<file path="src/pwc_map.svh">
`ifndef PWC_MAP_SVH
`define PWC_MAP_SVH
`define PWC_IDX_TIMERS      8'h45
`define PWC_IDX_PIN_CFG     8'h50
`define PWC_IDX_EN_A        8'h52
`define PWC_IDX_EN_B        8'h53
`define PWC_IDX_ST_A        8'h56
`define PWC_IDX_EN_C        8'h54
`define PWC_IDX_EN_D        8'h55
`define PWC_IDX_MODE_STAT   8'h40
`define PWC_EN_A_MASK       8'h76
`define PWC_EN_D_MASK       8'h7f
`define PWC_ST_A_MASK       8'h77
`define PWC_PIN_MASK        8'h0f
`define PWC_TIM_MASK        8'h3f
`define PWC_STEP_STAT_BIT   3
`define PWC_TICK_NS         125000000
`define PWC_CLK_NS          4
`define PWC_TICK_CYC        (`PWC_TICK_NS / `PWC_CLK_NS)
`define PWC_CODE_OFF        3'h0
`define PWC_CODE_RSVD       3'h7
`define PWC_SPD_8MHZ        3'h2
`endif

</file>
<file path="src/pwc_pkg.sv">
package pwc_pkg;
    typedef struct packed {
        logic [7:0] idx;
        logic [7:0] wdata;
        logic       wr;
        logic       rd;
    } pwc_req_t;
    typedef struct packed {
        logic       keypad;
        logic       sleep_tmr;
        logic       uart_rx;
        logic       uart_call;
        logic       rtc;
        logic       adapter;
        logic [2:0] battery;
        logic [7:0] prog_req;
        logic [6:0] socket;
    } pwc_src_t;
endpackage : pwc_pkg

</file>
<file path="src/pwc_timer.sv">
`timescale 1ns/1ps
`default_nettype none
`include "pwc_map.svh"
module pwc_timer (
    input  wire logic       core_clk_i,
    input  wire logic       rst_i,
    input  wire logic       start_i,
    input  wire logic [2:0] code_i,
    output logic            busy_o,
    output logic            done_o
);
    logic [31:0] tick_reg;
    logic [5:0]  ticks_reg;
    always_ff @(posedge core_clk_i) begin
        if (rst_i) begin
            busy_o    <= 1'b0;
            done_o    <= 1'b0;
            tick_reg  <= 32'h0;
            ticks_reg <= 6'h0;
        end else if (start_i) begin
            tick_reg <= 32'h0;
            if (code_i == `PWC_CODE_OFF || code_i == `PWC_CODE_RSVD) begin
                busy_o <= 1'b0;
                done_o <= 1'b1;
            end else begin
                busy_o    <= 1'b1;
                done_o    <= 1'b0;
                ticks_reg <= 6'(6'h1 << (code_i - 3'h1));
            end
        end else if (busy_o) begin
            done_o <= 1'b0;
            if (tick_reg == 32'(`PWC_TICK_CYC - 1)) begin
                tick_reg <= 32'h0;
                if (ticks_reg == 6'h1) begin
                    busy_o <= 1'b0;
                    done_o <= 1'b1;
                end
                ticks_reg <= ticks_reg - 6'h1;
            end else begin
                tick_reg <= tick_reg + 32'h1;
            end
        end else begin
            done_o <= 1'b0;
        end
    end
endmodule : pwc_timer
`default_nettype wire

</file>
<file path="src/pwc_wake.sv">
`timescale 1ns/1ps
`default_nettype none
`include "pwc_map.svh"
module pwc_wake (
    input  wire logic              core_clk_i,
    input  wire logic              rst_i,
    input  wire pwc_pkg::pwc_req_t req_i,
    output logic [7:0]             rdata_o,
    input  wire logic              asleep_i,
    input  wire logic [2:0]        prog_speed_i,
    input  wire logic              susres_pin_i,
    input  wire logic              uart_receive_pin_i,
    input  wire logic              uart_call_indicator_i,
    input  wire logic              mains_adapter_sense_i,
    input  wire logic [2:0]        battery_low_i,
    input  wire logic              keypad_pressed_i,
    input  wire logic              rtc_alarm_i,
    input  wire logic              sleep_timer_expired_i,
    input  wire logic [7:0]        prog_req_i,
    input  wire logic [6:0]        socket_evt_i,
    output logic                   resume_o,
    output logic                   suspend_o,
    output logic                   run_levels_o,
    output logic                   io_enable_o,
    output logic [2:0]             cpu_speed_o,
    output logic                   step_timer_running_o
);
    import pwc_pkg::*;

    typedef enum logic [3:0] {
        ST_IDLE  = 4'b0001,
        ST_PAUSE = 4'b0010,
        ST_STEP  = 4'b0100,
        ST_RUN   = 4'b1000
    } pwc_state_t;

    function automatic logic edge_hit(input logic [1:0] sel, input logic now, input logic was);
        edge_hit = (sel[0] & was & ~now) | (sel[1] & ~was & now);
    endfunction : edge_hit

    logic [7:0]  timers_reg, pin_cfg_reg, en_a_reg, en_b_reg, en_c_reg, en_d_reg, st_a_reg;
    logic [7:0]  st_b_reg, st_c_reg, st_d_reg;
    pwc_state_t  state_reg;
    logic [14:0] sync1_reg, sync2_reg, prev_reg;
    logic        key_armed_reg;
    pwc_src_t    hit;
    logic        any_wake, pin_rise, pin_fall, pin_res, pin_sus;
    logic        pause_busy, pause_done, step_busy, step_done, pause_go, step_go;

    // Two flops on every pin but the alarm, sleep timer and prog_req_i inputs before use; they keep sampling in reset so no false edge follows release
    always_ff @(posedge core_clk_i) begin
        sync1_reg <= {socket_evt_i, battery_low_i, mains_adapter_sense_i, uart_call_indicator_i,
                      uart_receive_pin_i, keypad_pressed_i, susres_pin_i};
        sync2_reg <= sync1_reg;
        prev_reg  <= sync2_reg;
    end

    assign pin_rise = sync2_reg[0] & ~prev_reg[0];
    assign pin_fall = ~sync2_reg[0] & prev_reg[0];

    always_comb begin
        pin_res = 1'b0;
        pin_sus = 1'b0;
        case (pin_cfg_reg[3:2])
            2'h0: begin
                pin_res = pin_rise & asleep_i;
                pin_sus = pin_rise & ~asleep_i;
            end
            2'h1: begin
                pin_res = pin_fall & asleep_i;
                pin_sus = pin_fall & ~asleep_i;
            end
            2'h2: begin
                pin_sus = pin_rise;
                pin_res = pin_fall;
            end
            default: begin
                pin_res = pin_rise;
                pin_sus = pin_fall;
            end
        endcase
        pin_res = pin_res & pin_cfg_reg[1] & asleep_i;
        pin_sus = pin_sus & pin_cfg_reg[0] & ~asleep_i;
    end

    // Wake source qualification
    always_comb begin
        hit.keypad    = en_a_reg[6] & key_armed_reg & sync2_reg[1];
        hit.sleep_tmr = en_a_reg[5] & sleep_timer_expired_i;
        hit.rtc       = en_a_reg[1] & rtc_alarm_i;
        hit.uart_rx   = en_a_reg[4] & prev_reg[2] & ~sync2_reg[2];
        hit.uart_call = en_a_reg[2] & prev_reg[3] & ~sync2_reg[3];
        hit.adapter   = edge_hit(en_b_reg[7:6], sync2_reg[4], prev_reg[4]);
        hit.battery[2] = edge_hit(en_b_reg[5:4], sync2_reg[7], prev_reg[7]);
        hit.battery[1] = edge_hit(en_b_reg[3:2], sync2_reg[6], prev_reg[6]);
        hit.battery[0] = edge_hit(en_b_reg[1:0], sync2_reg[5], prev_reg[5]);
        hit.prog_req  = en_c_reg & prog_req_i;
        hit.socket    = en_d_reg[6:0] & sync2_reg[14:8];
    end

    assign any_wake = asleep_i & (state_reg == ST_IDLE) & ((|hit) | pin_res);

    always_ff @(posedge core_clk_i) begin
        if (rst_i) begin
            key_armed_reg <= 1'b1;
        end else if (any_wake && hit.keypad) begin
            key_armed_reg <= 1'b0;
        end else if (!sync2_reg[1]) begin
            key_armed_reg <= 1'b1;
        end
    end

    assign pause_go = any_wake;
    assign step_go  = (state_reg == ST_PAUSE) & pause_done;

    pwc_timer u_pause (
        .core_clk_i (core_clk_i),
        .rst_i      (rst_i),
        .start_i    (pause_go),
        .code_i     (timers_reg[2:0]),
        .busy_o     (pause_busy),
        .done_o     (pause_done)
    );

    pwc_timer u_step (
        .core_clk_i (core_clk_i),
        .rst_i      (rst_i),
        .start_i    (step_go),
        .code_i     (timers_reg[5:3]),
        .busy_o     (step_busy),
        .done_o     (step_done)
    );

    always_ff @(posedge core_clk_i) begin
        if (rst_i) begin
            state_reg <= ST_IDLE;
        end else begin
            case (state_reg)
                ST_IDLE:  if (any_wake) state_reg <= ST_PAUSE;
                ST_PAUSE: if (pause_done) state_reg <= ST_STEP;
                ST_STEP:  if (step_done) state_reg <= ST_RUN;
                ST_RUN:   if (asleep_i) state_reg <= ST_IDLE;
                default:  state_reg <= ST_IDLE;
            endcase
        end
    end

    always_ff @(posedge core_clk_i) begin
        if (rst_i) begin
            resume_o             <= 1'b0;
            suspend_o            <= 1'b0;
            run_levels_o         <= 1'b0;
            io_enable_o          <= 1'b1;
            cpu_speed_o          <= `PWC_SPD_8MHZ;
            step_timer_running_o <= 1'b0;
        end else begin
            resume_o     <= any_wake;
            suspend_o    <= pin_sus;
            if (any_wake) begin
                run_levels_o <= 1'b1;
            end else if (asleep_i && state_reg == ST_IDLE) begin
                run_levels_o <= 1'b0;
            end
            // Pins stay off whenever asleep, whatever the sequencer state
            io_enable_o  <= ~asleep_i & (state_reg != ST_PAUSE);
            step_timer_running_o <= step_busy;
            if (step_go) begin
                cpu_speed_o <= `PWC_SPD_8MHZ;
            end else if (step_done && prog_speed_i > `PWC_SPD_8MHZ) begin
                cpu_speed_o <= prog_speed_i;
            end else if (state_reg == ST_RUN && cpu_speed_o != prog_speed_i) begin
                cpu_speed_o <= prog_speed_i;
            end
        end
    end

    // Config registers; reset clears documented zero fields
    always_ff @(posedge core_clk_i) begin
        if (rst_i) begin
            timers_reg  <= 8'h00;
            pin_cfg_reg <= 8'h00;
            en_a_reg    <= 8'h00;
            en_b_reg    <= 8'h00;
            en_c_reg    <= 8'h00;
            en_d_reg    <= 8'h00;
        end else if (req_i.wr) begin
            if (req_i.idx == `PWC_IDX_TIMERS) begin
                timers_reg <= req_i.wdata & `PWC_TIM_MASK;
            end else if (req_i.idx == `PWC_IDX_PIN_CFG) begin
                pin_cfg_reg <= req_i.wdata & `PWC_PIN_MASK;
            end else if (req_i.idx == `PWC_IDX_EN_A) begin
                en_a_reg <= req_i.wdata & `PWC_EN_A_MASK;
            end else if (req_i.idx == `PWC_IDX_EN_B) begin
                en_b_reg <= req_i.wdata;
            end else if (req_i.idx == `PWC_IDX_EN_C) begin
                en_c_reg <= req_i.wdata;
            end else if (req_i.idx == `PWC_IDX_EN_D) begin
                en_d_reg <= req_i.wdata & `PWC_EN_D_MASK;
            end
        end
    end

    // Status: set wins over write-zero clear
    always_ff @(posedge core_clk_i) begin
        if (rst_i) begin
            // undefined reset, cleared here for determinism
            st_a_reg <= 8'h00;
        end else begin
            if (req_i.wr && req_i.idx == `PWC_IDX_ST_A) begin
                st_a_reg <= (st_a_reg & req_i.wdata & `PWC_ST_A_MASK) | ({8{any_wake}} &
                            {1'b0, hit.keypad, hit.sleep_tmr, hit.uart_rx, 1'b0, hit.uart_call, hit.rtc, pin_res});
            end else if (any_wake) begin
                // keypad status, receive status, timer status
                st_a_reg <= st_a_reg |
                            {1'b0, hit.keypad, hit.sleep_tmr, hit.uart_rx, 1'b0, hit.uart_call, hit.rtc, pin_res};
            end
        end
    end

    // Sibling status kept internal for sources outside this map
    always_ff @(posedge core_clk_i) begin
        if (rst_i) begin
            st_b_reg <= 8'h00;
            st_c_reg <= 8'h00;
            st_d_reg <= 8'h00;
        end else if (any_wake) begin
            st_b_reg <= st_b_reg | {1'b0, hit.adapter, 1'b0, hit.battery[2], 1'b0, hit.battery[1],
                                    1'b0, hit.battery[0]};
            st_c_reg <= st_c_reg | hit.prog_req;
            st_d_reg <= st_d_reg | {1'b0, hit.socket};
        end
    end

    // Index/data read port
    always_ff @(posedge core_clk_i) begin
        if (rst_i) begin
            rdata_o <= 8'h00;
        end else if (req_i.rd) begin
            if (req_i.idx == `PWC_IDX_TIMERS) begin
                rdata_o <= timers_reg;
            end else if (req_i.idx == `PWC_IDX_PIN_CFG) begin
                rdata_o <= pin_cfg_reg;
            end else if (req_i.idx == `PWC_IDX_EN_A) begin
                rdata_o <= en_a_reg;
            end else if (req_i.idx == `PWC_IDX_EN_B) begin
                rdata_o <= en_b_reg;
            end else if (req_i.idx == `PWC_IDX_EN_C) begin
                rdata_o <= en_c_reg;
            end else if (req_i.idx == `PWC_IDX_EN_D) begin
                rdata_o <= en_d_reg;
            end else if (req_i.idx == `PWC_IDX_ST_A) begin
                rdata_o <= st_a_reg;
            end else if (req_i.idx == `PWC_IDX_MODE_STAT) begin
                rdata_o <= 8'(step_timer_running_o) << `PWC_STEP_STAT_BIT;
            end else begin
                rdata_o <= 8'h00;
            end
        end
    end
endmodule : pwc_wake
`default_nettype wire

</file>
<file path="config.mk">
export PLATFORM = sky130hd
export DESIGN_NAME = pwc_wake
export DESIGN_NICKNAME = d
export VERILOG_FILES = /design/src/pwc_pkg.sv /design/src/pwc_timer.sv /design/src/pwc_wake.sv
export VERILOG_INCLUDE_DIRS = /design/src
export SDC_FILE = /design/constraint.sdc
export NUM_CORES = 1
export LEC_CHECK = 0
export BUFFER_PORTS_ARGS = -buffer_cell sky130_fd_sc_hd__buf_2
export CAP_MARGIN = 20
export CORE_UTILIZATION = 36
export DETAILED_ROUTE_END_ITERATION = 10
export MAX_ROUTING_LAYER = met4
export PLACE_DENSITY_LB_ADDON = 0.1
export SLEW_MARGIN = 20
export SYNTH_ARGS = -nofsm -noshare
export SYNTH_HDL_FRONTEND = slang
export SYNTH_SLANG_ARGS = --single-unit
</file>
<file path="constraint.sdc">
create_clock -name core_clk_i -period 6.5 [get_ports core_clk_i]
set_input_delay 0.325 -clock core_clk_i [delete_from_list [all_inputs] [get_ports core_clk_i]]
set_output_delay 0.325 -clock core_clk_i [all_outputs]
set_load 0.05 [all_outputs]
</file>
==> key figures <==
Run status
  • Status: completed

Power and ir drop
  • Sequential share of power: 0.498
  • Clk network pwr share: 0.465
  • Internal power: 1.77 mW
  • Max VDD drop: around 0.14 mV
  • Pwr/cell area: around 250 nW/um^2
  • Switching pwr: 512 uW
  • Final total power: 2.28 mW
  • Comb pwr share: 0.037
  • LEAKAGE: between 3 and 4 nW
  • Switch share: 0.224

CTS
  • Register clock-pin slew on the reported worst setup and hold paths: about 0.070 ns
  • Post-CTS sizing: 0
  • Clock sink count: roughly 180
  • Clock latency on the worst-skew pair: around 0.43 ns
  • Clk root buf: clkbuf_16
  • CTS tree: built
  • Clock Tree Buf Depth: 2
  • Post-CTS Setup Bufs: 0
  • # H-tree levels: 4
  • Num CTS Buffers: 17

Timing
  • Final Hold Viols: 0
  • Setup Skew: around 0.011 ns
  • Setup-failing EPs final: 0
  • Slew @ Worst Pin: 1.01 ns
  • Fmax: 0.363 GHz
  • Fin crit period: 2.75 ns
  • Final Cycle Share: 0.424
  • Final Max Tran Viols: 0
  • Slew headroom: 0.324
  • Post-route setup slack: 3.75 ns
  • RSZ-0062 raised after global routing: false
  • Setup TNS: 0 ns

Flow run
  • Max Cap Viol: 0

Place
  • Post-Place Setup Slack: ~3.7 ns
  • Port Buffers: between 60 and 70
  • Gpl congestion: about 0.83
  • Placed Area: around 8400 sq um
  • Dpl hpwl: 14200 microns

Worst hold path
  • HP Start: req_i[9]
  • Hold Path Depth: 3
  • Worst Hold Path EP: en_c_reg[7]$_SDFFE_PP0P_
  • Worst hold path class: input pin to flip-flop

GRT
  • Congestion Overflow GR: 0
  • Largest net degree at the start of global routing: 66
  • Total GRT Usage: 0.191
  • Vias in the first global route: between 5000 and 6000
  • First-pass GRT wire length: about 32000 microns
  • Initial antenna violation count: 0

Yosys
  • Yosys warning total: 0
  • Syn nets: between 900 and 1000
  • Post-synthesis async set-or-reset flop share: 0
  • Post-Syn Area per Cell: 8.99 sq um
  • Unique masters post-synth: 73
  • Post-synthesis register bit count: between 150 and 200
  • Sequential share of the synthesized area: 0.462
  • Post-Syn Area: between 7000 and 8000 sq um
  • Post-synth EDFFs: 0
  • Ys flop type: dfxtp_1
  • Cells after synthesis: between 800 and 900

Floorplanning
  • # IOs: 65
  • Starting density of the core: 0.371
  • Die height: between 150 and 200 microns
  • Die area: roughly 23000 sq um
  • Row count: 53
  • Core area: 21300 sq um
  • Die span in x: 150 microns

Drt
  • # DRC: 0
  • Antenna-violating nets left: 0
  • Routed wire per std cell: between 15 and 20 microns
  • Routed WL: around 20000 microns
  • TritonRoute pass-1 iters: 5
  • Routed vias/inst: ~5.2
  • Vias: roughly 6400
  • Starting DRT DRC Count: roughly 360

Worst setup path
  • Reg-to-Reg End: u_pause.tick_reg[3]$_SDFFE_PP0P_
  • Crit path required time: 6.77 ns
  • Crit-path max FO: 29
  • Critical Path Source Type: flip-flop
  • CP endpoint kind: flip-flop
  • Reg-to-reg slack, setup: roughly 3.7 ns
  • Arr. time, crit path: around 3.0 ns
  • Worst r2r path cells: 5
  • Setup CP Type: flip-flop to flip-flop
  • Reg2reg start: u_pause.tick_reg[8]$_SDFFE_PP0P_
  • Launch point of the critical path: u_pause.tick_reg[8]$_SDFFE_PP0P_

Final layout
  • Layout cells sized above 1: 0.124
  • Final instance area: 9150 sq um
  • Area delta synth->final: 15.9%
  • Fillers: 2119
  • Commonest non-fill, non-tap cell in the layout: dfxtp_1
  • Commonest non-fill, non-tap cells in the layout: dfxtp_1, nor2_1, nand2_1
  • Final net count: 994
  • # diodes: 0
==> power by group through the flow <==
stage               registers [mW]  logic (mW)  clock network (mW)
floorplan                     1.17      0.0346                   0
global placement              1.16      0.0773                   0
detailed placement            1.16      0.0767                   0
CTS                           1.14      0.0836                1.09
global route                  1.14      0.0905                1.13
finish                        1.14      0.0834                1.06
==> area by class of cell <==
type | instances | area [sq um] | area share
Inverter | 17 | 63.8 | 0.00698
Clock buffer | 19 | 433 | 0.0473
Clock inverter | 13 | 170 | 0.0186
Multi-Input combinational cell | 639 | 4000 | 0.437
Timing Repair Buffer | 82 | 493 | 0.0539
Tap cell | 275 | 344 | 0.0376
Sequential cell | 182 | 3640 | 0.398
==> routing by layer <==
layer	vias up	wire length, microns	global-route usage
li1	3273	-	-
met1	2969	10400	0.269
met2	105	8610	0.273
met3	20	808	0.0387
met4	0	251	0.0551
met5	-	0	-
==> logic make-up (layout without fill, tap and decap cells) <==
family | Yosys count | in the layout | share of synthesized area
xor gates and xnor gates | 69 | 69 | 0.0766
buffers and inverters | 57 | 131 | 0.0324
muxes | 40 | 40 | 0.0515
DFF | 182 | 182 | 0.462
adders and majority gates | 6 | 6 | 0.00951
and+or+nand+nor | 400 | 400 | 0.268
AOI/OAI and AO/OA | 124 | 124 | 0.100
==> metrics by stage <==
stage / utilization / cells / hold WS, ns
CTS: 0.430 / 1227 / 0.165
finish: 0.430 / 1227 / 0.182
floorplan: - / 878 / 0.310
detailed placement: 0.394 / 1180 / 0.312
global route: 0.430 / 1227 / 0.172
global placement: 0.394 / 1180 / 0.310
==> critical path: stages (launching register included) <==
cell     delay [ns]
dfxtp_1        0.37
or4_1          0.53
or4_4          0.61
nor2_4         0.16
or3_1          0.80
nor2_1         0.12
==> cells in the mapped netlist, types with 3 or more instances <==
master / number / area, sq um
a211oi_1: 6 / 45.0
a21o_1: 5 / 37.5
a21oi_1: 41 / 205
a221oi_1: 3 / 26.3
a22o_1: 7 / 61.3
a22oi_1: 6 / 45.0
a311oi_1: 3 / 26.3
a31oi_1: 11 / 68.8
and2_1: 3 / 18.8
and3_1: 12 / 75.1
and3b_1: 4 / 35.0
and4_1: 13 / 114
clkbuf_1: 33 / 124
dfxtp_1: 182 / 3640
ha_1: 6 / 75.1
inv_1: 16 / 60.1
mux2_2: 4 / 45.0
mux2i_1: 35 / 350
nand2_1: 70 / 263
nand2b_1: 5 / 31.3
nand3_1: 41 / 205
nand3b_1: 7 / 52.6
nand4_1: 28 / 175
nand4b_1: 5 / 43.8
nor2_1: 125 / 469
nor2b_1: 5 / 31.3
nor3_1: 21 / 105
nor3b_1: 5 / 37.5
nor4_1: 16 / 100
nor4b_1: 8 / 70.1
o21ai_0: 25 / 125
or3_1: 7 / 43.8
or4_1: 5 / 37.5
xnor2_1: 23 / 201
xor2_1: 46 / 403
==> what timing repair did <==
item                                   CTS  global route
setup endpoints to repair                0             0
hold buffers                            15             0
endpoints found under the hold margin   15             0
==> how the worst max path moves through the flow <==
| stage | cells past startpoint | slack, ns | to |
|---|---|---|---|
| finish | 5 | 3.75 | u_pause.tick_reg[3]$_SDFFE_PP0P_ |
| global route | 7 | 3.52 | u_pause.tick_reg[5]$_SDFFE_PP0P_ |
| CTS | 5 | 3.68 | u_pause.tick_reg[11]$_SDFFE_PP0P_ |
| detailed placement | 5 | 3.69 | u_pause.tick_reg[29]$_SDFFE_PP0P_ |
| global placement | 5 | 3.70 | u_pause.tick_reg[29]$_SDFFE_PP0P_ |
| floorplan | 8 | 4.35 | u_pause.tick_reg[26]$_SDFFE_PP0P_ |
Power figures use the tool's default switching activity.
